==> src/core/egpic_pkg.sv <==
// Constants shared by the echo group power and interrupt control block.
// Assumes a 10 MHz ref_clk and a frame strobe from the PCM framing logic.
package egpic_pkg;
  localparam int NUM_GROUPS = 2;
  localparam int NUM_CH = 4;
  localparam int CH_W = 2;
  localparam int ADDR_W = 11;
  // Per-canceller block: 32 bytes each, canceller index in addr[6:5]
  localparam logic [10:0] CH_REGION_MASK = 11'h780;
  localparam logic [10:0] CH_REGION_BASE = 11'h000;
  localparam logic [4:0] OFF_CTRL_ONE = 5'h00;
  localparam logic [4:0] OFF_STATUS = 5'h02;
  localparam int CH_SEL_LSB = 5;
  localparam logic [10:0] MAIN_CTRL_BASE = 11'h400;
  localparam logic [10:0] IRQ_FIFO_ADDR = 11'h410;
  // Main control bits
  localparam int BIT_GROUP_POWER_UP = 0;
  localparam int BIT_A_TONE_IRQ_MASK = 3;
  localparam int BIT_B_TONE_IRQ_MASK = 4;
  localparam int BIT_GLOBAL_IRQ_MASK = 5;
  // First control register bits, then the status tone-disable bit
  localparam int BIT_PAIR_CASCADE = 0;
  localparam int BIT_ADAPT_FREEZE = 2;
  localparam int BIT_BYPASS = 3;
  localparam int BIT_PAD = 4;
  localparam int BIT_BACK_TO_BACK = 5;
  localparam int BIT_NOISE_OFF = 6;
  localparam int BIT_INIT = 7;
  localparam int BIT_TONE_DISABLE = 0;
  localparam logic [7:0] CTRL_ONE_RESET_A = 8'h00;
  localparam logic [7:0] CTRL_ONE_RESET_B = 8'h02;
  localparam logic [7:0] MAIN_RESET = 8'h00;
  localparam logic [7:0] QUIET_CODE = 8'hFF;
  localparam logic [7:0] EMPTY_FIFO_READ = 8'h00;
  localparam int FRAME_DELAY = 2;
  localparam int INIT_FRAMES = 2;
  localparam logic [1:0] INIT_FRAMES_W = 2'h2;
  localparam int FIFO_DEPTH = 8;
endpackage : egpic_pkg

==> src/core/egpic_irq_fifo.sv <==
// Queue of canceller channel numbers awaiting host service.
// Assumes one push and one pop at most per cycle.
`timescale 1ns/1ps
module egpic_irq_fifo
  import egpic_pkg::*;
#(
  parameter int WIDTH = CH_W,
  parameter int DEPTH = FIFO_DEPTH
) (
  input wire logic ref_clk,
  input wire logic rst_b,
  input wire logic clk_en,
  input wire logic push,
  input wire logic [WIDTH-1:0] push_data,
  input wire logic pop,
  output logic [WIDTH-1:0] head,
  output logic empty,
  output logic full
);
  localparam int PW = $clog2(DEPTH);
  typedef struct packed {
    logic [DEPTH-1:0][WIDTH-1:0] mem;
    logic [PW-1:0] rd;
    logic [PW-1:0] wr;
    logic [PW:0] cnt;
  } egpic_fifo_t;
  egpic_fifo_t s_q, s_d;
  logic do_push, do_pop;

  always_comb begin
    s_d = s_q;
    do_pop = pop && (s_q.cnt != '0);
    // Overflow drops the newest event rather than corrupting the queue
    do_push = push && (s_q.cnt != (PW+1)'(DEPTH) || do_pop);
    if (do_push) begin
      s_d.mem[s_q.wr] = push_data;
      s_d.wr = s_q.wr + 1'b1;
    end
    if (do_pop) begin
      s_d.rd = s_q.rd + 1'b1;
    end
    s_d.cnt = s_q.cnt + (PW+1)'(do_push) - (PW+1)'(do_pop);
  end

  always_ff @(posedge ref_clk) begin
    if (!rst_b) begin
      s_q <= '0;
    end else if (clk_en) begin
      s_q <= s_d;
    end
  end

  assign head = s_q.mem[s_q.rd];
  assign empty = (s_q.cnt == '0);
  assign full = (s_q.cnt == (PW+1)'(DEPTH));
endmodule : egpic_irq_fifo

==> src/core/egpic_pass_delay.sv <==
// Two-frame sample delay line used for power-down pass-through.
// Assumes samples are presented and taken on the frame strobe.
`timescale 1ns/1ps
module egpic_pass_delay
  import egpic_pkg::*;
#(
  parameter int WIDTH = 8,
  parameter int DEPTH = FRAME_DELAY
) (
  input wire logic ref_clk,
  input wire logic rst_b,
  input wire logic clk_en,
  input wire logic frame_stb,
  input wire logic [WIDTH-1:0] din,
  output logic [WIDTH-1:0] dout
);
  // Stage 0 captures; the sample leaves DEPTH strobes later
  typedef struct packed {
    logic [DEPTH:0][WIDTH-1:0] stage;
  } egpic_dly_t;
  egpic_dly_t s_q, s_d;

  always_comb begin
    s_d = s_q;
    if (frame_stb) begin
      s_d.stage[0] = din;
      for (int i = 1; i <= DEPTH; i++) begin
        s_d.stage[i] = s_q.stage[i-1];
      end
    end
  end

  always_ff @(posedge ref_clk) begin
    if (!rst_b) begin
      s_q <= '0;
    end else if (clk_en) begin
      s_q <= s_d;
    end
  end

  assign dout = s_q.stage[DEPTH];
endmodule : egpic_pass_delay

==> src/core/egpic_top.sv <==
// Group power, call init and tone-disable interrupt control.
// Assumes host port strobes are synchronous to ref_clk, one cycle each.
//
// How it works
// - Writing zero to a group power-up bit powers that group down.
// - A powered-down group passes its PCM unchanged, two frames late.
// - Each canceller raises an event on tone-disable onset and release.
// - Every pending event queues its channel number for host reads; when the queue is full, the newest is dropped.
// - The pin goes high after each FIFO read, low again while pending.
// - Status holds a live tone-disable flag per canceller.
// - Global mask bit 5 of main control 0 blocks all interrupts.
// - Bits 4 and 3 of a group main control mask cancellers B and A.
// - Adaptation freeze holds coefficients while still cancelling.
// - Cascade bit 0 of canceller A makes the pair one long canceller.
// - Power-up rising edge restores defaults and clears within 2 frames.
// - In cascade or back-to-back, canceller B's channel sends quiet code.
`timescale 1ns/1ps
module egpic_top
  import egpic_pkg::*;
(
  input wire logic ref_clk,
  input wire logic rst_b,
  input wire logic clk_en,
  input wire logic frame_stb,
  input wire logic [ADDR_W-1:0] host_addr,
  input wire logic [7:0] host_wdata,
  input wire logic host_wr,
  input wire logic host_rd,
  output logic [7:0] host_rdata,
  output logic irq_n,
  input wire logic [NUM_CH-1:0] tone_detect,
  input wire logic [NUM_CH-1:0][7:0] rin_in,
  input wire logic [NUM_CH-1:0][7:0] sin_in,
  input wire logic [NUM_CH-1:0][7:0] rin_proc,
  input wire logic [NUM_CH-1:0][7:0] sout_proc,
  output logic [NUM_CH-1:0][7:0] rout,
  output logic [NUM_CH-1:0][7:0] sout,
  output logic [NUM_CH-1:0] adapt_run,
  output logic [NUM_CH-1:0] coef_clear,
  output logic [NUM_CH-1:0] noise_inject_en,
  output logic [NUM_CH-1:0] pad_12db,
  output logic [NUM_CH-1:0] bypass_en,
  output logic [NUM_GROUPS-1:0] group_cascade,
  output logic [NUM_GROUPS-1:0] group_active
);
  typedef struct packed {
    logic [NUM_GROUPS-1:0][7:0] main_ctrl;
    logic [NUM_CH-1:0][7:0] ctrl_one;
    logic [NUM_CH-1:0] td_seen;
    logic [NUM_GROUPS-1:0][1:0] init_cnt;
    logic [7:0] rdata;
    logic irq_n;
    logic irq_gap;
    logic [NUM_CH-1:0][7:0] rout;
    logic [NUM_CH-1:0][7:0] sout;
    logic [NUM_CH-1:0] adapt_run;
    logic [NUM_CH-1:0] coef_clear;
    logic [NUM_CH-1:0] noise_en;
    logic [NUM_CH-1:0] pad;
    logic [NUM_CH-1:0] bypass;
    logic [NUM_GROUPS-1:0] cascade;
    logic [NUM_GROUPS-1:0] active;
  } egpic_state_t;
  egpic_state_t s_q, s_d;

  function automatic logic [7:0] ctrl_default(input int ch);
    return (ch % 2 == 0) ? CTRL_ONE_RESET_A : CTRL_ONE_RESET_B;
  endfunction : ctrl_default

  function automatic logic is_ch_reg(input logic [ADDR_W-1:0] a,
                                     input logic [4:0] off);
    return ((a & CH_REGION_MASK) == CH_REGION_BASE) && (a[4:0] == off);
  endfunction : is_ch_reg

  logic [NUM_CH-1:0][7:0] dly_r, dly_s;
  logic fifo_push, fifo_pop, fifo_empty;
  logic [CH_W-1:0] fifo_push_ch, fifo_head;
  logic [NUM_CH-1:0] event_raw;
  logic [CH_W-1:0] ch_idx;
  logic main_hit, fifo_hit;
  logic [2:0] main_idx;

  for (genvar c = 0; c < NUM_CH; c++) begin : g_dly
    egpic_pass_delay #(.WIDTH(8), .DEPTH(FRAME_DELAY)) u_dr (
      .ref_clk(ref_clk),
      .rst_b(rst_b),
      .clk_en(clk_en),
      .frame_stb(frame_stb),
      .din(rin_in[c]),
      .dout(dly_r[c])
    );
    egpic_pass_delay #(.WIDTH(8), .DEPTH(FRAME_DELAY)) u_ds (
      .ref_clk(ref_clk),
      .rst_b(rst_b),
      .clk_en(clk_en),
      .frame_stb(frame_stb),
      .din(sin_in[c]),
      .dout(dly_s[c])
    );
  end

  egpic_irq_fifo #(.WIDTH(CH_W), .DEPTH(FIFO_DEPTH)) u_fifo (
    .ref_clk(ref_clk),
    .rst_b(rst_b),
    .clk_en(clk_en),
    .push(fifo_push),
    .push_data(fifo_push_ch),
    .pop(fifo_pop),
    .head(fifo_head),
    .empty(fifo_empty),
    .full()
  );

  assign ch_idx = host_addr[CH_SEL_LSB +: CH_W];
  assign main_hit = (host_addr & ~11'h007) == MAIN_CTRL_BASE;
  assign main_idx = host_addr[2:0];
  assign fifo_hit = host_addr == IRQ_FIFO_ADDR;
  assign fifo_pop = host_rd && fifo_hit;

  // Edges on the live tone flag give onset and release events
  always_comb begin
    for (int c = 0; c < NUM_CH; c++) begin
      event_raw[c] = (tone_detect[c] != s_q.td_seen[c])
        && s_q.active[c/2]
        && !s_q.main_ctrl[c/2][(c % 2 == 0) ? BIT_A_TONE_IRQ_MASK
                                            : BIT_B_TONE_IRQ_MASK]
        && !s_q.main_ctrl[0][BIT_GLOBAL_IRQ_MASK];
    end
    // One push per cycle; lowest channel first, the others follow one per cycle
    fifo_push = 1'b0;
    fifo_push_ch = '0;
    for (int c = NUM_CH - 1; c >= 0; c--) begin
      if (event_raw[c]) begin
        fifo_push = 1'b1;
        fifo_push_ch = CH_W'(c);
      end
    end
  end

  always_comb begin
    s_d = s_q;
    for (int c = 0; c < NUM_CH; c++) begin
      s_d.coef_clear[c] = 1'b0;
      // Masked events are consumed so they never surface later
      if (tone_detect[c] != s_q.td_seen[c]) begin
        if (!event_raw[c] || (fifo_push_ch == CH_W'(c))) begin
          s_d.td_seen[c] = tone_detect[c];
        end
      end
    end
    // Host writes
    if (host_wr && main_hit && main_idx < 3'(NUM_GROUPS)) begin
      s_d.main_ctrl[main_idx] = host_wdata;
    end
    if (host_wr && is_ch_reg(host_addr, OFF_CTRL_ONE)) begin
      s_d.ctrl_one[ch_idx] = host_wdata;
      if (host_wdata[BIT_INIT]) begin
        s_d.ctrl_one[ch_idx] = ctrl_default(int'(ch_idx));
        s_d.coef_clear[ch_idx] = 1'b1;
      end
    end
    // Group power sequencing
    for (int g = 0; g < NUM_GROUPS; g++) begin
      if (!s_q.main_ctrl[g][BIT_GROUP_POWER_UP]) begin
        s_d.active[g] = 1'b0;
        s_d.init_cnt[g] = '0;
      end else if (!s_q.active[g] && s_q.init_cnt[g] == '0) begin
        s_d.init_cnt[g] = INIT_FRAMES_W;
        s_d.ctrl_one[2*g] = ctrl_default(2*g);
        s_d.ctrl_one[2*g+1] = ctrl_default(2*g+1);
        s_d.coef_clear[2*g] = 1'b1;
        s_d.coef_clear[2*g+1] = 1'b1;
      end else if (s_q.init_cnt[g] != '0) begin
        s_d.coef_clear[2*g] = 1'b1;
        s_d.coef_clear[2*g+1] = 1'b1;
        if (frame_stb) begin
          s_d.init_cnt[g] = s_q.init_cnt[g] - 2'h1;
          if (s_q.init_cnt[g] == 2'h1) begin
            s_d.active[g] = 1'b1;
          end
        end
      end
      s_d.cascade[g] = s_q.ctrl_one[2*g][BIT_PAIR_CASCADE];
    end
    // Per-canceller controls and PCM routing
    for (int c = 0; c < NUM_CH; c++) begin
      s_d.adapt_run[c] = s_q.active[c/2]
        && !s_q.ctrl_one[c][BIT_ADAPT_FREEZE]
        && !s_q.ctrl_one[c][BIT_BYPASS];
      s_d.bypass[c] = s_q.ctrl_one[c][BIT_BYPASS];
      s_d.noise_en[c] = !s_q.ctrl_one[c][BIT_NOISE_OFF];
      s_d.pad[c] = s_q.ctrl_one[c][BIT_PAD];
      if (!s_q.active[c/2]) begin
        s_d.rout[c] = dly_r[c];
        s_d.sout[c] = dly_s[c];
      end else if ((c % 2 == 1) &&
                   (s_q.ctrl_one[c-1][BIT_PAIR_CASCADE] ||
                    s_q.ctrl_one[c-1][BIT_BACK_TO_BACK])) begin
        s_d.rout[c] = QUIET_CODE;
        s_d.sout[c] = QUIET_CODE;
      end else begin
        s_d.rout[c] = rin_proc[c];
        s_d.sout[c] = sout_proc[c];
      end
    end
    // Host read data, registered one cycle after the strobe
    if (host_rd) begin
      s_d.rdata = 8'h00;
      if (fifo_hit) begin
        s_d.rdata = fifo_empty ? EMPTY_FIFO_READ
                               : {6'h00, fifo_head};
      end else if (main_hit && main_idx < 3'(NUM_GROUPS)) begin
        s_d.rdata = s_q.main_ctrl[main_idx];
      end else if (is_ch_reg(host_addr, OFF_CTRL_ONE)) begin
        s_d.rdata = s_q.ctrl_one[ch_idx];
      end else if (is_ch_reg(host_addr, OFF_STATUS)) begin
        s_d.rdata = 8'h00;
        s_d.rdata[BIT_TONE_DISABLE] = tone_detect[ch_idx];
      end
    end
    // Pin rises for two cycles after each FIFO read, then falls if pending
    s_d.irq_gap = fifo_pop;
    s_d.irq_n = fifo_pop || s_q.irq_gap || fifo_empty
      || s_q.main_ctrl[0][BIT_GLOBAL_IRQ_MASK];
  end

  always_ff @(posedge ref_clk) begin
    if (!rst_b) begin
      s_q <= '0;
      s_q.irq_n <= 1'b1;
      s_q.ctrl_one[1] <= CTRL_ONE_RESET_B;
      s_q.ctrl_one[3] <= CTRL_ONE_RESET_B;
      s_q.noise_en <= '1;
    end else if (clk_en) begin
      s_q <= s_d;
    end
  end

  assign host_rdata = s_q.rdata;
  assign irq_n = s_q.irq_n;
  assign rout = s_q.rout;
  assign sout = s_q.sout;
  assign adapt_run = s_q.adapt_run;
  assign coef_clear = s_q.coef_clear;
  assign noise_inject_en = s_q.noise_en;
  assign pad_12db = s_q.pad;
  assign bypass_en = s_q.bypass;
  assign group_cascade = s_q.cascade;
  assign group_active = s_q.active;
endmodule : egpic_top

==> config.mk <==
export PLATFORM = sky130hd
export DESIGN_NAME = egpic_top
export DESIGN_NICKNAME = d
export VERILOG_FILES = /design/src/core/egpic_pkg.sv /design/src/core/egpic_irq_fifo.sv /design/src/core/egpic_pass_delay.sv /design/src/core/egpic_top.sv
export SDC_FILE = /design/constraint.sdc
export NUM_CORES = 1
export LEC_CHECK = 0
export BUFFER_PORTS_ARGS = -buffer_cell sky130_fd_sc_hd__buf_2
export CAP_MARGIN = 20
export CELL_PAD_IN_SITES_DETAIL_PLACEMENT = 0
export CELL_PAD_IN_SITES_GLOBAL_PLACEMENT = 2
export CORE_ASPECT_RATIO = 0.5
export CORE_UTILIZATION = 30
export DETAILED_ROUTE_END_ITERATION = 8
export PLACE_DENSITY_LB_ADDON = 0.1
export SYNTH_ARGS = -nofsm -noshare
export SYNTH_HDL_FRONTEND = slang
export SYNTH_SLANG_ARGS = --single-unit
==> constraint.sdc <==
create_clock -name ref_clk -period 2.3 [get_ports ref_clk]
set_clock_uncertainty 0.1 [all_clocks]
set_input_delay 0.23 -clock ref_clk [delete_from_list [all_inputs] [get_ports ref_clk]]
set_output_delay 0.23 -clock ref_clk [all_outputs]
set_load 0.05 [all_outputs]
==> results of run 1 <==
==> power by group through the flow <==
stage                     Clock [uW]  Combinational, uW  Sequential, uW
after global placement             0                971            6760
after detailed placement           0                982            6770
after global routing            6900               1280            6630
after floorplan                    0                632            6760
after CTS                       6620               1180            6620
final                           6370               1170            6620
==> synth_stat cells (8+ instances only) <==
cell	number
nand2_1	472
dfxtp_1	372
a21oi_1	249
clkbuf_1	110
nor2_1	105
buf_4	97
mux2i_1	95
a211oi_1	37
o221ai_1	32
a22o_1	24
o21ai_0	20
inv_1	16
mux4_2	12
ha_1	11
nand3_1	10
xnor2_1	9
buf_1	8
==> critical path: stages (launching register included) <==
cell	delay (ns)
dfxtp_2	0.36
or3b_4	0.38
o22a_1	0.23
a22oi_2	0.22
ha_2	0.23
fa_1	0.43
mux2i_1	0.15
nor2_1	0.05
==> state kept, by name, indices dropped and copies added, names as in the netlist, 8 cells and up <==
register / flops
g_dly.u_ds.dout: 32
g_dly.u_dr.dout: 32
host_rdata: 8
u_fifo.s_q: 26
rout: 32
s_q: 47
sout: 32
s_d: 10
g_dly.u_ds.s_q: 64
g_dly.u_dr.s_q: 64
==> per-stage QoR <==
stage | instance area [um^2] | util (%) | total power (uW) | hold slack [ns] | worst slack, ns
final | 19400 | 39.4 | 14200 | 0.0309 | 0.0194
after global routing | 19400 | 39.4 | 14800 | 0.0139 | -0.0901
after CTS | 19400 | 39.3 | 14400 | 0.000316 | -0.00497
after detailed placement | 16700 | 33.8 | 7750 | 0.342 | -0.0749
after global placement | 16700 | 33.8 | 7740 | 0.336 | 0.0100
after floorplan | 15200 | - | 7390 | 0.255 | 0.122
==> timing repair <==
item                                    in CTS  in global routing
pin swaps                                    4                  5
resized for setup                            5                 10
hold endpoints to repair                   178                  0
hold buffers                               142                  0
buffers inserted                             2                  1
endpoints found under the setup margin      10                 19
==> cell families after synthesis <==
logic type | Yosys count
adders and majority gates | 12
muxes | 109
buffers and inverters | 238
and+or+nand+nor | 642
AOI/OAI and AO/OA | 392
DFF | 372
xor gates and xnor gates | 9
==> cells in the final DEF (no fill, tap or decap), types with 9 or more instances in the layout <==
| master | instances |
|---|---|
| nand2_1 | 470 |
| dfxtp_1 | 367 |
| buf_2 | 252 |
| a21oi_1 | 249 |
| dlygate4sd3_1 | 142 |
| nor2_1 | 105 |
| mux2i_1 | 95 |
| buf_4 | 49 |
| clkbuf_16 | 38 |
| a211oi_1 | 37 |
| o221ai_1 | 32 |
| a22o_1 | 24 |
| o21ai_0 | 20 |
| inv_1 | 13 |
| clkbuf_8 | 13 |
| mux4_2 | 12 |
| nand3_1 | 10 |
| xnor2_1 | 9 |
| ha_1 | 9 |
==> layout make-up <==
class / instances / area (um^2) / area share [%]
clock inverter: 9 / 114 / 0.587
inverter: 17 / 71.3 / 0.367
multi-input combinational: 1164 / 6560 / 33.8
sequential: 372 / 7450 / 38.4
timing repair buffer: 452 / 3210 / 16.6
tap: 678 / 848 / 4.37
clock buffer: 58 / 1160 / 5.96
==> metal layers <==
metal | vias up | share of wire (%) | track usage, %
li1 | 6473 | - | -
met1 | 6175 | 47 | 23.1
met2 | 225 | 47 | 28.6
met3 | 51 | 4.7 | 3.16
met4 | 0 | 1.3 | 3.20
met5 | - | 0 | 0
==> worst max path at each step <==
stage | start | end | slack [ns] | depth (start not counted)
floorplan | u_fifo.s_q[2] | u_fifo.s_q[1] | 0.12 | 9
global placement | u_fifo.s_q[2] | u_fifo.s_q[1] | 0.01 | 9
detailed placement | u_fifo.s_q[2] | u_fifo.s_q[1] | -0.07 | 9
CTS | u_fifo.s_q[2] | u_fifo.s_q[1] | -0.005 | 9
global route | u_fifo.s_q[2] | u_fifo.s_q[16] | -0.09 | 9
finish | s_q[143] | u_fifo.s_q[1] | 0.02 | 7
==> impl_metrics.py, run 1 <==
metrics = {
    "route": {
        "vias": 12900,
        "wl_per_cell_um": 16.3,
        "ant_nets": 0,
        "drtIter0Drc": 762,
        "wl_um": 44800,
        "drtPass1Iterations": 5,
        "vias_per_cell": 4.70,
        "drc_errors": 0,
    },
    "power": {
        "ir_drop_mv": 0.412,
        "p_leak_uw": 0.00741,
        "p_int_uw": 10700,
        "p_switching_uw": 3430,
        "seqPwrFrac_pct": 46.8,
        "clockPowerShare_pct": 45.0,
        "p_per_area_nw_per_um2": 730,
        "switching_share_pct": 24.2,
        "pwr-share-comb_pct": 8.3,
    },
    "cts": {
        "clk_path_buf_depth": 3,
        "clk_pin_slew_worst_paths_ns": 0.06,
        "cts_tree": "yes",
        "cts-htree-levels": 2,
        "clk_latency_ns": 0.53,
        "clockRootBuffer": "clkbuf_16",
        "clock_sinks": 372,
        "cts_buffers": 38,
    },
    "synthesis": {
        "yosys.area_share.adder_pct": 1.04,
        "yosys_warnings": 0,
        "ys_seq_elements": 372,
        "yosysTopAreaCell": "dfxtp_1",
        "synth_compound_area_share_pct": 15.6,
        "synth.area.mux_share_pct": 8.17,
        "async_flop_share_pct": 0,
        "synthCells": 1774,
        "synth_cell_types": 55,
        "synthTopCellsByArea": "dfxtp_1 (49%), nand2_1 (12%), a21oi_1 (8.2%)",
        "synth_xor_area_share_pct": 0.518,
        "synth_area_um2": 15200,
        "synth-simple-area-share_pct": 17.5,
        "synth_fp_nets": 1943,
        "synth_top_area_share_pct": 48.9,
        "synth_top_flop_cell": "dfxtp_1",
        "syn_area_per_cell_um2": 8.58,
        "synth-seq-area-share_pct": 48.9,
        "synth_top_family_by_area": "simple AND/OR/NAND/NOR gates",
        "synth_edf_count": 0,
    },
    "outcome": {
        "status": "completed",
    },
    "cells_and_area": {
        "finalNonFillerCells": 2750,
        "num_antenna_cells": 0,
        "nets": 2214,
        "fill_cells": 5082,
        "final_layout_size_suffix_gt1_share_pct": 20.0,
        "area_delta_synth_final_pct": 27.5,
    },
    "critical_path": {
        "timing.rr.end": "u_fifo.s_q[1]",
        "critPathCaptureType": "register",
        "cp_max_fo": 7,
        "cp-start-kind": "register",
        "reg2reg_from": "s_q[143]",
        "crit_required_ns": 2.59,
        "reg2reg_slack_ns": 0.02,
        "worstRegToRegCells": 7,
        "crit_type": "reg -> reg",
        "cp.arrival_ns": 2.57,
    },
    "die": {
        "start_util_pct": 30.9,
        "row_count": 57,
        "fp.dieW_um": 321,
        "die-area_um2": 51700,
        "ios": 254,
        "coreArea_um2": 49300,
        "die_y_um": 161,
    },
    "sta": {
        "fmax_mhz": 438,
        "worst_slew_pin_slew_ns": 0.729,
        "max_slew_margin_pct": 51.4,
        "period_needed_ns": 2.28,
        "setup_viol": 0,
        "rsz0062_at_grt": "true",
        "period_share_pct": 99.2,
        "final-hold-violation-count": 0,
        "setup_tns_ns": 0,
        "slew_violations": 0,
    },
    "hold_path": {
        "min_path_cells": 3,
        "whs_endpoint": "s_q[153]",
        "min-delay-start": "host_wdata[7]",
        "min_path_type": "in -> reg",
    },
    "place": {
        "place.gp.congestion": 0.795,
        "dp_hpwl_um": 29600,
        "dp_cells": 2538,
        "port_buffers": 253,
    },
    "global_routing": {
        "grtUsageTotal_pct": 17.1,
        "grt_max_degree": 126,
        "grt_pass1_vias": 12800,
        "grt_pass1_wl_um": 70900,
        "grt_overflow": 0,
        "antenna_found_initial": 0,
    },
    "job": {
        "max-cap-violations": 0,
    },
}
Note: power is estimated with default switching activity, not from simulation.
==> run 2: changes to the inputs <==
--- a/config.mk
+++ b/config.mk
@@ -5,14 +5,16 @@
 export SDC_FILE = /design/constraint.sdc
 export NUM_CORES = 1
 export LEC_CHECK = 0
+export ABC_AREA = 1
 export BUFFER_PORTS_ARGS = -buffer_cell sky130_fd_sc_hd__buf_2
 export CAP_MARGIN = 20
 export CELL_PAD_IN_SITES_DETAIL_PLACEMENT = 0
 export CELL_PAD_IN_SITES_GLOBAL_PLACEMENT = 2
 export CORE_ASPECT_RATIO = 0.5
-export CORE_UTILIZATION = 30
+export CORE_UTILIZATION = 29
 export DETAILED_ROUTE_END_ITERATION = 8
 export PLACE_DENSITY_LB_ADDON = 0.1
+export SLEW_MARGIN = 25
 export SYNTH_ARGS = -nofsm -noshare
 export SYNTH_HDL_FRONTEND = slang
 export SYNTH_SLANG_ARGS = --single-unit
==> impl_metrics.py, run 2 <==
metrics = {
    "route": {
        "drtPass1Iterations": 5,
        "wl_per_cell_um": 15.3,
        "vias": 14600,
        "drtIter0Drc": 643,
        "vias_per_cell": 4.45,
        "ant_nets": 0,
        "drc_errors": 0,
        "wl_um": 50100,
    },
    "synthesis": {
        "synth_cell_types": 38,
        "synth_top_area_share_pct": 46.4,
        "synth-seq-area-share_pct": 46.4,
        "synthTopCellsByArea": "dfxtp_1 (46%), nor2_1 (12%), o21ai_0 (9.4%)",
        "synthCells": 2239,
        "synth_edf_count": 0,
        "syn_area_per_cell_um2": 7.17,
        "synth_area_um2": 16100,
        "yosysMostFrequentCell": "nor2_1",
        "ys_top_cells_by_count": "nor2_1 (512), dfxtp_1 (372), nand2_1 (306)",
        "synth_top_flop_cell": "dfxtp_1",
        "async_flop_share_pct": 0,
        "yosys_warnings": 0,
        "yosysTopAreaCell": "dfxtp_1",
        "ys_seq_elements": 372,
        "synth_fp_nets": 2408,
    },
    "die": {
        "coreArea_um2": 54200,
        "die_y_um": 168,
        "die-area_um2": 56400,
        "start_util_pct": 29.6,
        "ios": 254,
        "fp.dieW_um": 335,
        "row_count": 60,
    },
    "cells_and_area": {
        "area_delta_synth_final_pct": 26.0,
        "layout_common_cells": "nor2_1 (511), dfxtp_1 (368), nand2_1 (305)",
        "nets": 2667,
        "final_common_cell": "nor2_1",
        "finalNonFillerCells": 3272,
        "post-route-util_pct": 37.3,
        "final_layout_size_suffix_gt1_share_pct": 16.6,
        "top_regs": "g_dly.u_dr.s_q x64, g_dly.u_ds.s_q x64, s_q x47",
    },
    "global_routing": {
        "grt_overflow": 0,
        "grt_pass1_vias": 14200,
        "antenna_found_initial": 1,
        "grt_max_degree": 107,
        "grt_pass1_wl_um": 78900,
        "grtUsageTotal_pct": 17.5,
    },
    "sta": {
        "fmax_mhz": 468,
        "rsz0062_at_grt": "false",
        "period_share_pct": 93.0,
        "period_needed_ns": 2.14,
        "setup_viol": 0,
        "worst_slew_pin_slew_ns": 0.537,
        "setup_ws_ns": 0.162,
        "setup_tns_ns": 0,
        "slew_violations": 0,
        "final-hold-violation-count": 0,
        "max_slew_margin_pct": 64.2,
    },
    "power": {
        "p_per_area_nw_per_um2": 752,
        "clockPowerShare_pct": 41.5,
        "seqPwrFrac_pct": 45.6,
        "p_switching_uw": 4180,
        "ir_drop_mv": 0.509,
        "switching_share_pct": 27.5,
        "p_leak_uw": 0.00879,
        "pwr-share-comb_pct": 12.9,
        "p_int_uw": 11000,
    },
    "critical_path": {
        "crit_chain": "inv_1, ha_2, a21oi_2, nand3_2, buf_4, nand2_2, nand2_2, inv_1, ha_2, fa_2, o21ai_1, a21oi_1",
        "max_stage_delay_ns": 0.43,
        "critical-path-top-delay-family": "adder cells",
        "crit_required_ns": 2.61,
        "cp_max_fo": 3,
        "critPathCaptureType": "register",
        "crit_type": "reg -> reg",
        "timing.critical_path.buf_inv": 3,
        "cp.arrival_ns": 2.45,
        "cp-start-kind": "register",
        "cpMaxStageDelayCell": "fa_2",
    },
    "cts": {
        "clk_latency_ns": 0.56,
        "cts_tree": "yes",
        "cts-htree-levels": 2,
        "clockRootBuffer": "clkbuf_16",
        "clk_path_buf_depth": 3,
        "clk_pin_slew_worst_paths_ns": 0.06,
        "cts_buffers": 39,
        "clock_sinks": 372,
    },
    "place": {
        "place_ws_ns": -0.0364,
        "port_buffers": 253,
        "place.gp.congestion": 0.769,
        "dp_cells": 3064,
        "dp_hpwl_um": 32900,
    },
    "job": {
        "max-cap-violations": 0,
    },
    "outcome": {
        "status": "completed",
    },
    "hold_path": {
        "min_path_type": "in -> reg",
    },
}
==> run 2: cell types whose count changed after synthesis, moves of 24 or more <==
cell      change
a211oi_1     -34
a21oi_1      -81
a22o_1       -24
inv_1       +120
mux2i_1      -95
nand2_1     -166
nand3_1      +59
nor2_1      +407
o211ai_1     +35
o21ai_0     +282
o221ai_1     -32
==> run 2: worst paths after layout <==
check | startpoint | end | slack [ns] | cells after the start
setup / recovery | u_fifo.s_q[3] | u_fifo.s_q[1] | 0.16 | 12
hold / removal | sout_proc[14] | sout[14] | 0.02 | 5
setup reg to reg | u_fifo.s_q[3] | u_fifo.s_q[1] | 0.16 | 12
hold reg to reg | s_q[137] | s_q[137] | 0.34 | 2
==> run 2: routing by layer <==
metal  vias to the layer above  global-route usage [%]  wire length [um]
li1                       7653                       -                 -
met1                      6668                    23.9             24400
met2                       179                    29.0             23100
met3                        60                    2.75              1680
met4                         0                    3.75               836
met5                         -                       0                 0
==> run 2: area by class of cell <==
| type | instances | area, um^2 |
|---|---|---|
| well taps | 744 | 931 |
| diodes | 1 | 2.50 |
| repair buffers | 448 | 3210 |
| clock inverters | 10 | 100 |
| multi-input cells | 1492 | 6840 |
| clock buffers | 60 | 1130 |
| fillers | 6001 | 34000 |
| inverters | 145 | 561 |
| flip-flops and latches | 372 | 7450 |
==> run 2: what timing repair did <==
action,CTS,global route
hold buffers,136,0
pin swaps,0,3
endpoints found under the hold margin,144,0
setup buffers,1,0
cloned,0,0
setup endpoints to repair,2,3
resized for setup,1,10
==> run 2: worst min-delay path: stages <==
cell and delay, ns:
buf_2 0.10, nor2_1 0.10, a21oi_1 0.08, o21ai_0 0.07, a21oi_1 0.06
==> run 2: power groups by stage <==
| stage | clock network (uW) | logic (uW) | registers, uW |
|---|---|---|---|
| 2_1_floorplan | 0 | 1320 | 7030 |
| 3_3_place_gp | 0 | 1800 | 7070 |
| 3_5_place_dp | 0 | 1800 | 7080 |
| 4_1_cts | 6570 | 1990 | 6930 |
| 5_1_grt | 6830 | 2200 | 6970 |
| 6_report | 6320 | 1960 | 6930 |
==> run 2: cell families after synthesis <==
logic type,count (synthesis),synth area share (%)
AOI/OAI and AO/OA,538,17.6
xor gates and xnor gates,2,0.109
adders and majority gates,12,0.982
buffers and inverters,375,11.3
DFF,372,46.4
and+or+nand+nor,940,23.7
==> run 2: through the flow <==
step                      power [uW]  hold WS, ns  instance area [um^2]
final                          15200       0.0218                 20200
after global routing           16000       0.0204                 20200
after CTS                      15500      0.00121                 20200
after detailed placement        8880        0.329                 17600
after global placement          8870        0.327                 17600
after floorplan                 8350        0.254                 16100
